## config.mk

```make
export PLATFORM = sky130hd
export DESIGN_NAME = wdrc_top
export DESIGN_NICKNAME = d
export VERILOG_FILES = /design/src/hdl/wdrc_pkg.sv /design/src/hdl/wdrc_tick_div.sv /design/src/hdl/wdrc_wd_counter.sv /design/src/hdl/wdrc_top.sv
export VERILOG_INCLUDE_DIRS = /design/src /design/src/hdl
export SDC_FILE = /design/constraint.sdc
export NUM_CORES = 1
export LEC_CHECK = 0
export ABC_CLOCK_PERIOD_IN_PS = 2090
export BUFFER_PORTS_ARGS = -buffer_cell sky130_fd_sc_hd__buf_2
export CELL_PAD_IN_SITES_DETAIL_PLACEMENT = 0
export CELL_PAD_IN_SITES_GLOBAL_PLACEMENT = 1
export CORE_MARGIN = 2
export CORE_UTILIZATION = 34
export DETAILED_ROUTE_END_ITERATION = 7
export GPL_ROUTABILITY_DRIVEN = 0
export GPL_TIMING_DRIVEN = 0
export PLACE_DENSITY = 0.75
export SYNTH_ARGS = -nofsm -noshare
export SYNTH_HDL_FRONTEND = slang
export SYNTH_SLANG_ARGS = --single-unit
```

## constraint.sdc

```tcl
create_clock -name sys_clk -period 2.09 [get_ports sys_clk]
set_clock_uncertainty 0.05 [all_clocks]
set_input_delay 0.1045 -clock sys_clk [delete_from_list [all_inputs] [get_ports sys_clk]]
set_output_delay 0.1045 -clock sys_clk [all_outputs]
set_load 0.03 [all_outputs]
```

## src/hdl/wdrc_cfg.svh

```systemverilog
/*
 * constants of the watchdog restart control: rates, divider settings,
 * register indexes, field positions and reset values.
 * assumes it is included by bare name, after wdrc_pkg where types are needed.
 */
`ifndef WDRC_CFG_SVH
`define WDRC_CFG_SVH

// clock rates in hz
`define WDRC_SYS_CLK_HZ 64'h0000_0000_05F5_E100
`define WDRC_LSC_HZ 64'h0000_0000_0000_8000

// phase step of the low-speed clock accumulator: lsc_hz * 2^32 / sys_clk_hz
`define WDRC_LSC_STEP (((`WDRC_LSC_HZ) << 32) / (`WDRC_SYS_CLK_HZ))

// low-speed clock divided by 128 gives the 256 hz count tick
`define WDRC_PRE_LAST 7'h7F
`define WDRC_CNT_LAST 10'h3FF

// register indexes; byte address is four times the index
`define WDRC_CTRL_IDX 16'hFF07
`define WDRC_STAT_IDX 16'hFF08
`define WDRC_MASK_IDX 16'hFF09
`define WDRC_CNT_IDX 16'hFF0A

// field positions
`define WDRC_RST_BIT 0
`define WDRC_EN_BIT 1
`define WDRC_OVF_BIT 0

// reset values
`define WDRC_EN_RST 1'b1
`define WDRC_MASK_RST 1'b0
`define WDRC_STAT_RST 1'b0

`endif

```

## src/hdl/wdrc_pkg.sv

```systemverilog
/*
 * types shared by the watchdog restart control modules.
 * assumes nothing of its surroundings.
 */
package wdrc_pkg;
   typedef logic [9:0] wdrc_cnt_t;
   typedef logic [6:0] wdrc_pre_t;
   typedef logic [31:0] wdrc_word_t;
endpackage : wdrc_pkg

```

## src/hdl/wdrc_tick_div.sv

```systemverilog
/*
 * tick divider: makes a 32.768 khz low-speed clock enable from sys_clk by a
 * phase accumulator, then divides it by 128 into the 256 hz count tick.
 * assumes a synchronous active-low reset copy and one clock domain.
 */
`timescale 1ns/100ps
`include "wdrc_cfg.svh"

module wdrc_tick_div #(
   parameter logic [31:0] lsc_step = 32'(`WDRC_LSC_STEP)
) (
   // clock and reset
   input wire logic sys_clk,
   input wire logic rst_sync_b,
   // enables out
   output logic lsc_tick,
   output logic cnt_tick
);
   import wdrc_pkg::*;

   logic [32:0] acc_sum;
   logic [31:0] acc_r;
   logic [31:0] acc_nxt;
   wdrc_pre_t pre_r;
   wdrc_pre_t pre_nxt;

   // carry out of the accumulator is one low-speed clock period; jitter is one sys_clk
   always_comb
   begin
      acc_sum = {1'b0, acc_r} + {1'b0, lsc_step};
      acc_nxt = acc_sum[31:0];
      lsc_tick = acc_sum[32];
      pre_nxt = pre_r;
      if (lsc_tick)
      begin
         pre_nxt = wdrc_pre_t'(pre_r + 7'h01);
      end
      cnt_tick = lsc_tick && (pre_r == `WDRC_PRE_LAST);
   end

   always_ff @(posedge sys_clk or negedge rst_sync_b)
   begin
      if (!rst_sync_b)
      begin
         acc_r <= 32'h0000_0000;
         pre_r <= 7'h00;
      end
      else
      begin
         acc_r <= acc_nxt;
         pre_r <= pre_nxt;
      end
   end
endmodule : wdrc_tick_div

```

## src/hdl/wdrc_wd_counter.sv

```systemverilog
/*
 * 10-bit watchdog count chain with restart clear and overflow flag.
 * assumes tick is a one-cycle enable and clr a one-cycle restart strobe.
 */
`timescale 1ns/100ps
`include "wdrc_cfg.svh"

module wdrc_wd_counter (
   // clock and reset
   input wire logic sys_clk,
   input wire logic rst_sync_b,
   // control
   input wire logic tick,
   input wire logic en,
   input wire logic clr,
   // state
   output wdrc_pkg::wdrc_cnt_t cnt,
   output logic ovf
);
   import wdrc_pkg::*;

   wdrc_cnt_t cnt_r;
   wdrc_cnt_t cnt_nxt;

   always_comb
   begin
      cnt_nxt = cnt_r;
      ovf = 1'b0;
      if (clr)
      begin
         // restart wins over a coincident tick
         cnt_nxt = 10'h000;
      end
      else if (en && tick)
      begin
         cnt_nxt = wdrc_cnt_t'(cnt_r + 10'h001);
         ovf = (cnt_r == `WDRC_CNT_LAST);
      end
   end

   always_ff @(posedge sys_clk or negedge rst_sync_b)
   begin
      if (!rst_sync_b)
      begin
         cnt_r <= 10'h000;
      end
      else
      begin
         cnt_r <= cnt_nxt;
      end
   end

   assign cnt = cnt_r;
endmodule : wdrc_wd_counter

```

## src/hdl/wdrc_top.sv

```systemverilog
/*
 * watchdog restart control: wishbone register slave, 256 hz tick divider,
 * 10-bit watchdog counter, non-maskable interrupt request and a maskable
 * event interrupt.
 * assumes classic wishbone with 32-bit data, one clock, and a cpu core that
 * takes nmi_o as a one-cycle request.
 */
// Added by the designer: the Wishbone interface to the registers.
// Overview of operation
// writing restart one clears count, counting resumes
// writing restart zero changes nothing
// restart bit always reads back zero
// software restarts within three seconds when enabled
// watchdog enabled and counting after reset
// unused watchdog disabled early by software
// count chain clocked from divided 32.768 khz
// count input is 256 hz tick
// 10-bit counter, overflow requests nmi
// enable zero stops counting and nmi
// counting continues while cpu halted
// one nmi per overflow, counter wraps
`timescale 1ns/100ps
`include "wdrc_cfg.svh"

module wdrc_top #(
   parameter logic [31:0] lsc_step = 32'(`WDRC_LSC_STEP)
) (
   // clock and reset
   input wire logic sys_clk,
   input wire logic rst_b,
   // wishbone slave
   input wire logic wb_cyc_i,
   input wire logic wb_stb_i,
   input wire logic wb_we_i,
   input wire wdrc_pkg::wdrc_word_t wb_adr_i,
   input wire logic [3:0] wb_sel_i,
   input wire wdrc_pkg::wdrc_word_t wb_dat_i,
   output wdrc_pkg::wdrc_word_t wb_dat_o,
   output logic wb_ack_o,
   // interrupts
   output logic nmi_o,
   output logic irq_o
);
   import wdrc_pkg::*;

   // reset release
   logic rst_meta_r;
   logic rst_sync_b;

   always_ff @(posedge sys_clk or negedge rst_b)
   begin
      if (!rst_b)
      begin
         rst_meta_r <= 1'b0;
         rst_sync_b <= 1'b0;
      end
      else
      begin
         rst_meta_r <= 1'b1;
         rst_sync_b <= rst_meta_r;
      end
   end

   // tick generation and counter
   logic lsc_tick;
   logic cnt_tick;
   logic en_r;
   logic en_nxt;
   logic restart;
   wdrc_cnt_t cnt;
   logic ovf;

   wdrc_tick_div #(
      .lsc_step(lsc_step)
   ) u_div (
      .sys_clk(sys_clk),
      .rst_sync_b(rst_sync_b),
      .lsc_tick(lsc_tick),
      .cnt_tick(cnt_tick)
   );

   // the halt state of the cpu is not an input: nothing here stops the count
   wdrc_wd_counter u_cnt (
      .sys_clk(sys_clk),
      .rst_sync_b(rst_sync_b),
      .tick(cnt_tick),
      .en(en_r),
      .clr(restart),
      .cnt(cnt),
      .ovf(ovf)
   );

   // bus decode
   logic req;
   logic in_page;
   logic hit_ctrl;
   logic hit_stat;
   logic hit_mask;
   logic hit_cnt;
   logic wr_lo;
   logic rd_stat;

   always_comb
   begin
      // answer once per request; ack drops in the cycle after it was given
      req = wb_cyc_i && wb_stb_i && !wb_ack_o;
      in_page = (wb_adr_i[31:18] == 14'h0000) && (wb_adr_i[1:0] == 2'h0);
      hit_ctrl = 1'b0;
      hit_stat = 1'b0;
      hit_mask = 1'b0;
      hit_cnt = 1'b0;
      if (in_page && (wb_adr_i[17:2] == `WDRC_CTRL_IDX))
      begin
         hit_ctrl = 1'b1;
      end
      else if (in_page && (wb_adr_i[17:2] == `WDRC_STAT_IDX))
      begin
         hit_stat = 1'b1;
      end
      else if (in_page && (wb_adr_i[17:2] == `WDRC_MASK_IDX))
      begin
         hit_mask = 1'b1;
      end
      else if (in_page && (wb_adr_i[17:2] == `WDRC_CNT_IDX))
      begin
         hit_cnt = 1'b1;
      end
      wr_lo = req && wb_we_i && wb_sel_i[0];
      rd_stat = req && !wb_we_i && hit_stat;
   end

   // control register
   always_comb
   begin
      en_nxt = en_r;
      restart = 1'b0;
      if (wr_lo && hit_ctrl)
      begin
         en_nxt = wb_dat_i[`WDRC_EN_BIT];
         restart = wb_dat_i[`WDRC_RST_BIT];
      end
   end

   always_ff @(posedge sys_clk or negedge rst_sync_b)
   begin
      if (!rst_sync_b)
      begin
         en_r <= `WDRC_EN_RST;
      end
      else
      begin
         en_r <= en_nxt;
      end
   end

   // event status, mask and interrupt outputs
   logic stat_r;
   logic stat_nxt;
   logic mask_r;
   logic mask_nxt;
   logic irq_nxt;
   logic nmi_nxt;

   always_comb
   begin
      stat_nxt = stat_r;
      mask_nxt = mask_r;
      if (rd_stat)
      begin
         stat_nxt = 1'b0;
      end
      // an overflow in the clearing cycle is kept
      if (ovf)
      begin
         stat_nxt = 1'b1;
      end
      if (wr_lo && hit_mask)
      begin
         mask_nxt = wb_dat_i[`WDRC_OVF_BIT];
      end
      irq_nxt = stat_nxt && mask_nxt;
      nmi_nxt = ovf;
   end

   always_ff @(posedge sys_clk or negedge rst_sync_b)
   begin
      if (!rst_sync_b)
      begin
         stat_r <= `WDRC_STAT_RST;
         mask_r <= `WDRC_MASK_RST;
         irq_o <= 1'b0;
         nmi_o <= 1'b0;
      end
      else
      begin
         stat_r <= stat_nxt;
         mask_r <= mask_nxt;
         irq_o <= irq_nxt;
         nmi_o <= nmi_nxt;
      end
   end

   // bus answer; unmapped addresses are acknowledged and read as zero
   wdrc_word_t dat_nxt;
   logic ack_nxt;

   always_comb
   begin
      ack_nxt = req;
      dat_nxt = 32'h0000_0000;
      if (req && !wb_we_i)
      begin
         if (hit_ctrl)
         begin
            // the restart position is never stored, so it reads zero
            dat_nxt[`WDRC_EN_BIT] = en_r;
         end
         else if (hit_stat)
         begin
            dat_nxt[`WDRC_OVF_BIT] = stat_r;
         end
         else if (hit_mask)
         begin
            dat_nxt[`WDRC_OVF_BIT] = mask_r;
         end
         else if (hit_cnt)
         begin
            dat_nxt[9:0] = cnt;
         end
      end
   end

   always_ff @(posedge sys_clk or negedge rst_sync_b)
   begin
      if (!rst_sync_b)
      begin
         wb_ack_o <= 1'b0;
         wb_dat_o <= 32'h0000_0000;
      end
      else
      begin
         wb_ack_o <= ack_nxt;
         wb_dat_o <= dat_nxt;
      end
   end

   // low-speed enables since the last count tick; an 8-bit count so a wrong
   // divide of 256 is not hidden by a wrap at 128
   logic [7:0] lsc_seen_r;
   logic [7:0] lsc_seen_nxt;

   always_comb
   begin
      lsc_seen_nxt = lsc_seen_r;
      if (cnt_tick)
      begin
         lsc_seen_nxt = 8'h00;
      end
      else if (lsc_tick)
      begin
         lsc_seen_nxt = 8'(lsc_seen_r + 8'h01);
      end
   end

   always_ff @(posedge sys_clk or negedge rst_sync_b)
   begin
      if (!rst_sync_b)
      begin
         lsc_seen_r <= 8'h00;
      end
      else
      begin
         lsc_seen_r <= lsc_seen_nxt;
      end
   end
endmodule : wdrc_top

```

* Word level (Yosys, flattened, before mapping) *
Cells that the tools add are included.

word-level totals
  word-level logic and storage cells = 69
  bits in registers = 67

operators by class
  mux-type cells = 27
  eq/ne operators = 6
  add/sub/neg operators = 3
  reductions and logical operators = 21

operators by type and width
  kind                      number
  $eq A16 B16 Y1 const B    4
  $mux W10                  4
  $add A32 B21 Y33 const B  1
  $mux W1                   20
  $mux W9                   2
  $logic_and A1 B1 Y1       16
  $logic_not A14 Y1         1
  $add A10 B1 Y10 const B   1
  $eq A10 B10 Y1 const B    1
  $mux W8                   1
  $add A7 B1 Y7 const B     1
  $eq A7 B7 Y1 const B      1
  $logic_not A1 Y1          2
  $logic_not A2 Y1          1
  $reduce_bool A2 Y1        1

* Logic depth before layout (Yosys ltp) *
  depth after elaboration = 12
  mapped depth = 8

* By module *
From an unflattened synthesis, not the netlist that was laid out.

unflattened totals
  cell total of the unflattened synthesis = 303
  area, all modules = 3397.0 sq um

by module, submodules not included
  module           instances  cells each  area each (sq um)
  wdrc_tick_div    1          156         1829.3
  wdrc_top         1          94          1061.0
  wdrc_wd_counter  1          53          506.7

* Worst setup path after synthesis *
OpenSTA, ideal clock, no wires.

  path kind = reg-to-reg
  start = reg u_div.acc_r[4]
  end = reg u_cnt.cnt_r[4], in the netlist u_cnt.cnt[4]
  stages on the path, launching flop included = 7
  slack = 0.100 ns
  library setup time = 0.078 ns
  period minus slack after synthesis = 1.990 ns
  path buffers = 0
  data arrival time = 1.862 ns
  data required time = 1.962 ns
  cells stage by stage = dfrtp_1 > nand3_2 > o211a_4 > o31ai_4 > nand3_4 > or4_1 > a21oi_1

between the ends
  longest elaborated chain between the ends = 4

ends and longest elaborated chain
  what                                 line                   source
  start, declared                      wdrc_tick_div.sv:22    logic [31:0] acc_r;
  start signal, assigned               wdrc_tick_div.sv:50    acc_r <= acc_nxt;
  $add A32 B21 Y33                     wdrc_tick_div.sv:30    acc_sum = {1'b0, acc_r} + {1'b0, lsc_step};
  $logic_and A1 B1 Y1                  wdrc_tick_div.sv:38    cnt_tick = lsc_tick && (pre_r == `WDRC_PRE_LAST);
  $logic_and A1 B1 Y1                  wdrc_wd_counter.sv:34  else if (en && tick)
  $reduce_bool A2 Y1 (no source line)  -
  end signal, assigned                 wdrc_wd_counter.sv:49  cnt_r <= cnt_nxt;
  end, declared                        wdrc_wd_counter.sv:22  wdrc_cnt_t cnt_r;

No other way between the ends.
A chain may end at the register's enable or synchronous reset.

* Worst setup path after layout *
  start = reg en_r
  end = reg irq_o

between the ends
  longest elaborated chain between the ends = 5

ends and longest elaborated chain
  what                    line                   source
  start, declared         wdrc_top.sv:67         logic en_r;
  start signal, assigned  wdrc_top.sv:148        en_r <= `WDRC_EN_RST;
  start signal, assigned  wdrc_top.sv:152        en_r <= en_nxt;
  $logic_and A1 B1 Y1     wdrc_wd_counter.sv:34
  $mux W1                 wdrc_wd_counter.sv:34
  $mux W1                 wdrc_wd_counter.sv:29  if (clr)
  $mux W1                 wdrc_top.sv:173        if (ovf)
  via stat_nxt            wdrc_top.sv:158        logic stat_nxt;
  $logic_and A1 B1 Y1     wdrc_top.sv:181        irq_nxt = stat_nxt && mask_nxt;
  via irq_nxt             wdrc_top.sv:161        logic irq_nxt;
  end signal, assigned    wdrc_top.sv:198        irq_o <= irq_nxt;
  end, declared           wdrc_top.sv:42         output logic irq_o

The timed path passes the listed nets, and every way through them passes these cells.

==> impl_metrics.json <==
{
  "syn_inst": 313,
  "setup_slack_ns": 0.0700,
  "io_pins": 108,
  "met3_usage_pct": 4.35,
  "grtUsageMet1_pct": 16.9,
  "final_cell_area_um2": 4200,
  "dr.pass1.iters": 4,
  "antenna_found_initial": 0,
  "worstPathRequired_ns": 2.32,
  "synth_edf_count": 0,
  "crit_chain": "nand4_1 > or4_4 > nor2_1 > nand3_2 > o31ai_4 > and2_1",
  "path_class": "flop to flop",
  "min_from": "wb_adr_i[5]",
  "die_w_um": 102,
  "wl_per_cell_um": 11.7,
  "r2r_start": "en_r$_DFFE_PN1N_",
  "ys_warn_count": 0,
  "outcome": "complete, no violations",
  "ys.flop_type": "dfrtp_1",
  "postRouteAntennaNets": 0,
  "drc": 0,
  "viasPerCell": 4.55,
  "r2r_cells": 6,
  "initialDrtViolationCount": 67,
  "htree_levels": 3,
  "layout_commonest_cell": "dfrtp_1",
  "clkLatencyLatePin_ns": 0.34,
  "grt_pass1_vias": 2338,
  "ys_seq_area_share_pct": 51.1,
  "place.port_buffers": 52,
  "rrSetupSlack_ns": 0.07,
  "report.final.setup_viol": 0,
  "clockBufferDepth": 2,
  "drive_gt1_share_pct": 32.2,
  "syn_area_um2": 3230,
  "synthArstFlopShare_pct": 100,
  "hold_viol_final": 0,
  "cts_root_buffer": "clkbuf_8",
  "dp_hpwl_um": 4560,
  "num_rows": 35,
  "placedInstanceArea_um2": 3760,
  "die-area_um2": 10300,
  "fin_crit_sh_pct": 96.7,
  "min_period_ns": 2.02,
  "p_leak_nw": 2.01,
  "die_h_um": 102,
  "grt_use_total_pct": 13.1,
  "rr_endpoint": "irq_o$_DFF_PN0_",
  "worst_pin_slew_ns": 0.603,
  "cts_tree": "yes",
  "vias": 2493,
  "hold_end": "wb_dat_o[0]$_DFF_PN0_",
  "crit_path_top_delay_cell": "dfstp_2",
  "grt_overflow": 0,
  "grt_max_degree": 39,
  "grt_most_used_layer": "met2",
  "worst_slew_margin_rel_pct": 59.8,
  "rsz0062_at_grt": "true",
  "ir_drop_uv": 234,
  "coreArea_um2": 9240,
  "yosysUniqueCellTypes": 48,
  "clkTransAtPathRegs_ns": 0.07,
  "syn2layout_area_growth_pct": 29.9,
  "synth.avg_cell_area_um2": 10.3,
  "powerDensity_nw_per_um2": 595,
  "worstPathArrival_ns": 2.25,
  "place_ws_ns": -0.231,
  "cap_violations": 0,
  "holdPathStages": 3,
  "p_total_mw": 2.50,
  "wirelength_um": 6420,
  "fmax_mhz": 495,
  "drv_slew": 0,
  "grtUsageMet2_pct": 20.6,
  "cts_num_sinks": 66,
  "ys_ff_latch": 66,
  "fin_setup_tns_ns": 0,
  "setup.worst_path.start_class": "flop",
  "crit_fanout": 3,
  "max_stage_delay_ns": 0.55,
  "critPathCaptureType": "flop",
  "grt_first_pass_wirelength_um": 10600,
  "cts_buffers": 9,
  "nNetsFinal": 490,
  "hold_path.class": "input pin to flop",
  "mostFrequentLayoutCells": "dfrtp_1 (62), buf_2 (52), buf_4 (33)",
  "start_util_pct": 35.0,
  "n_antenna_cell": 0
}
-- cells in the mapped netlist (3+ instances only) --
cell / instances / share of area, %
xor2_1: 18 / 4.9
buf_4: 22 / 5.1
ha_1: 3 / 1.2
clkbuf_1: 5 / 0.58
nand3_1: 13 / 2.0
nor3_1: 6 / 0.93
nand2_1: 30 / 3.5
xnor2_1: 19 / 5.1
nand2b_1: 3 / 0.58
dfrtp_1: 65 / 50
nor2_1: 23 / 2.7
nand4_1: 7 / 1.4
nor4_1: 10 / 1.9
a21oi_1: 10 / 1.5
o21ai_0: 7 / 1.1
o31ai_1: 4 / 0.93
or4_1: 3 / 0.70
inv_1: 9 / 1.0
and2_1: 10 / 1.9
and3_1: 5 / 0.97
or3_1: 3 / 0.58
and4_1: 3 / 0.81
-- cell families after synthesis --
logic type	Yosys count	share of synthesized area [%]
AOI/OAI and AO/OA	36	8.09
xor gates and xnor gates	37	10.0
adders and majority gates	3	1.16
buffers and inverters	36	6.73
DFF	66	51.1
muxes	3	1.01
other	2	0.232
and+or+nand+nor	130	21.7
-- registers in the layout, indices dropped and copies added, names as in the netlist --
name / count
wb_dat_o: 10
u_div.pre_r: 7
rst_sync_b: 1
nmi_o: 1
mask_r: 1
wb_ack_o: 1
u_cnt.cnt: 10
rst_meta_r: 1
en_r: 1
u_div.acc_r: 31
stat_r: 1
irq_o: 1
-- cell type report --
cell class / instances / area (um2)
Sequential cell: 66 / 1660
Multi-Input combinational cell: 233 / 1550
Clock inverter: 3 / 40.0
Tap cell: 129 / 161
Fill cell: 895 / 5040
Inverter: 9 / 33.8
Clock buffer: 13 / 149
Timing Repair Buffer: 72 / 444
Buffer: 23 / 170
-- where the power goes --
group | switching, mW | internal, mW | leakage (nW)
combinational | 0.0962 | 0.0732 | 1.10
sequential | 0.0110 | 1.28 | 0.817
clock | 0.458 | 0.581 | 0.0974
-- routing by layer --
| layer | part of all wire, % | up-vias |
|---|---|---|
| met5 | 0 | - |
| met4 | 1.6 | 0 |
| met3 | 4.9 | 13 |
| met2 | 48 | 64 |
| met1 | 46 | 1178 |
| li1 | - | 1238 |
-- what timing repair did --
item                                   4_1_cts  5_1_grt
gates resized for setup                     13       13
setup endpoints to repair                   14       21
hold buffers                                 7        0
pin swaps                                    1        7
buffers inserted                             3        9
cloned                                       0        1
endpoints found under the hold margin        6        0
-- worst max path at each step --
stage,from,end,slack [ns]
global route,wb_stb_i,nmi_o$_DFF_PN0_,-0.03
finish,en_r$_DFFE_PN1N_,irq_o$_DFF_PN0_,0.07
floorplan,rst_sync_b$_DFF_PN0_,irq_o$_DFF_PN0_,0.07
CTS,u_div.acc_r[25]$_DFF_PN0_,u_cnt.cnt[5]$_DFFE_PN0P_,-0.006
global placement,rst_sync_b$_DFF_PN0_,u_div.acc_r[26]$_DFF_PN0_,-0.64
detailed placement,u_div.acc_r[1]$_DFF_PN0_,u_div.acc_r[27]$_DFF_PN0_,-0.23
-- per-stage QoR --
| step | hold slack [ns] | std cells | util (%) |
|---|---|---|---|
| floorplan | -0.241 | 334 | - |
| global placement | -0.160 | 515 | 40.4 |
| detailed placement | -0.158 | 516 | 40.7 |
| CTS | 0.0111 | 542 | 44.2 |
| global route | 0.0160 | 548 | 45.5 |
| finish | 0.0315 | 548 | 45.5 |
-- worst max-delay path, delay by kind of cell, from the launching register on --
| family | cells | cell delay, ns |
|---|---|---|
| AO/OA/AOI/OAI | 1 | 0.21 |
| flip-flops | 1 | 0.55 |
| AND/OR/NAND/NOR | 5 | 1.15 |
No activity file was read; power rests on OpenSTA's default activity.
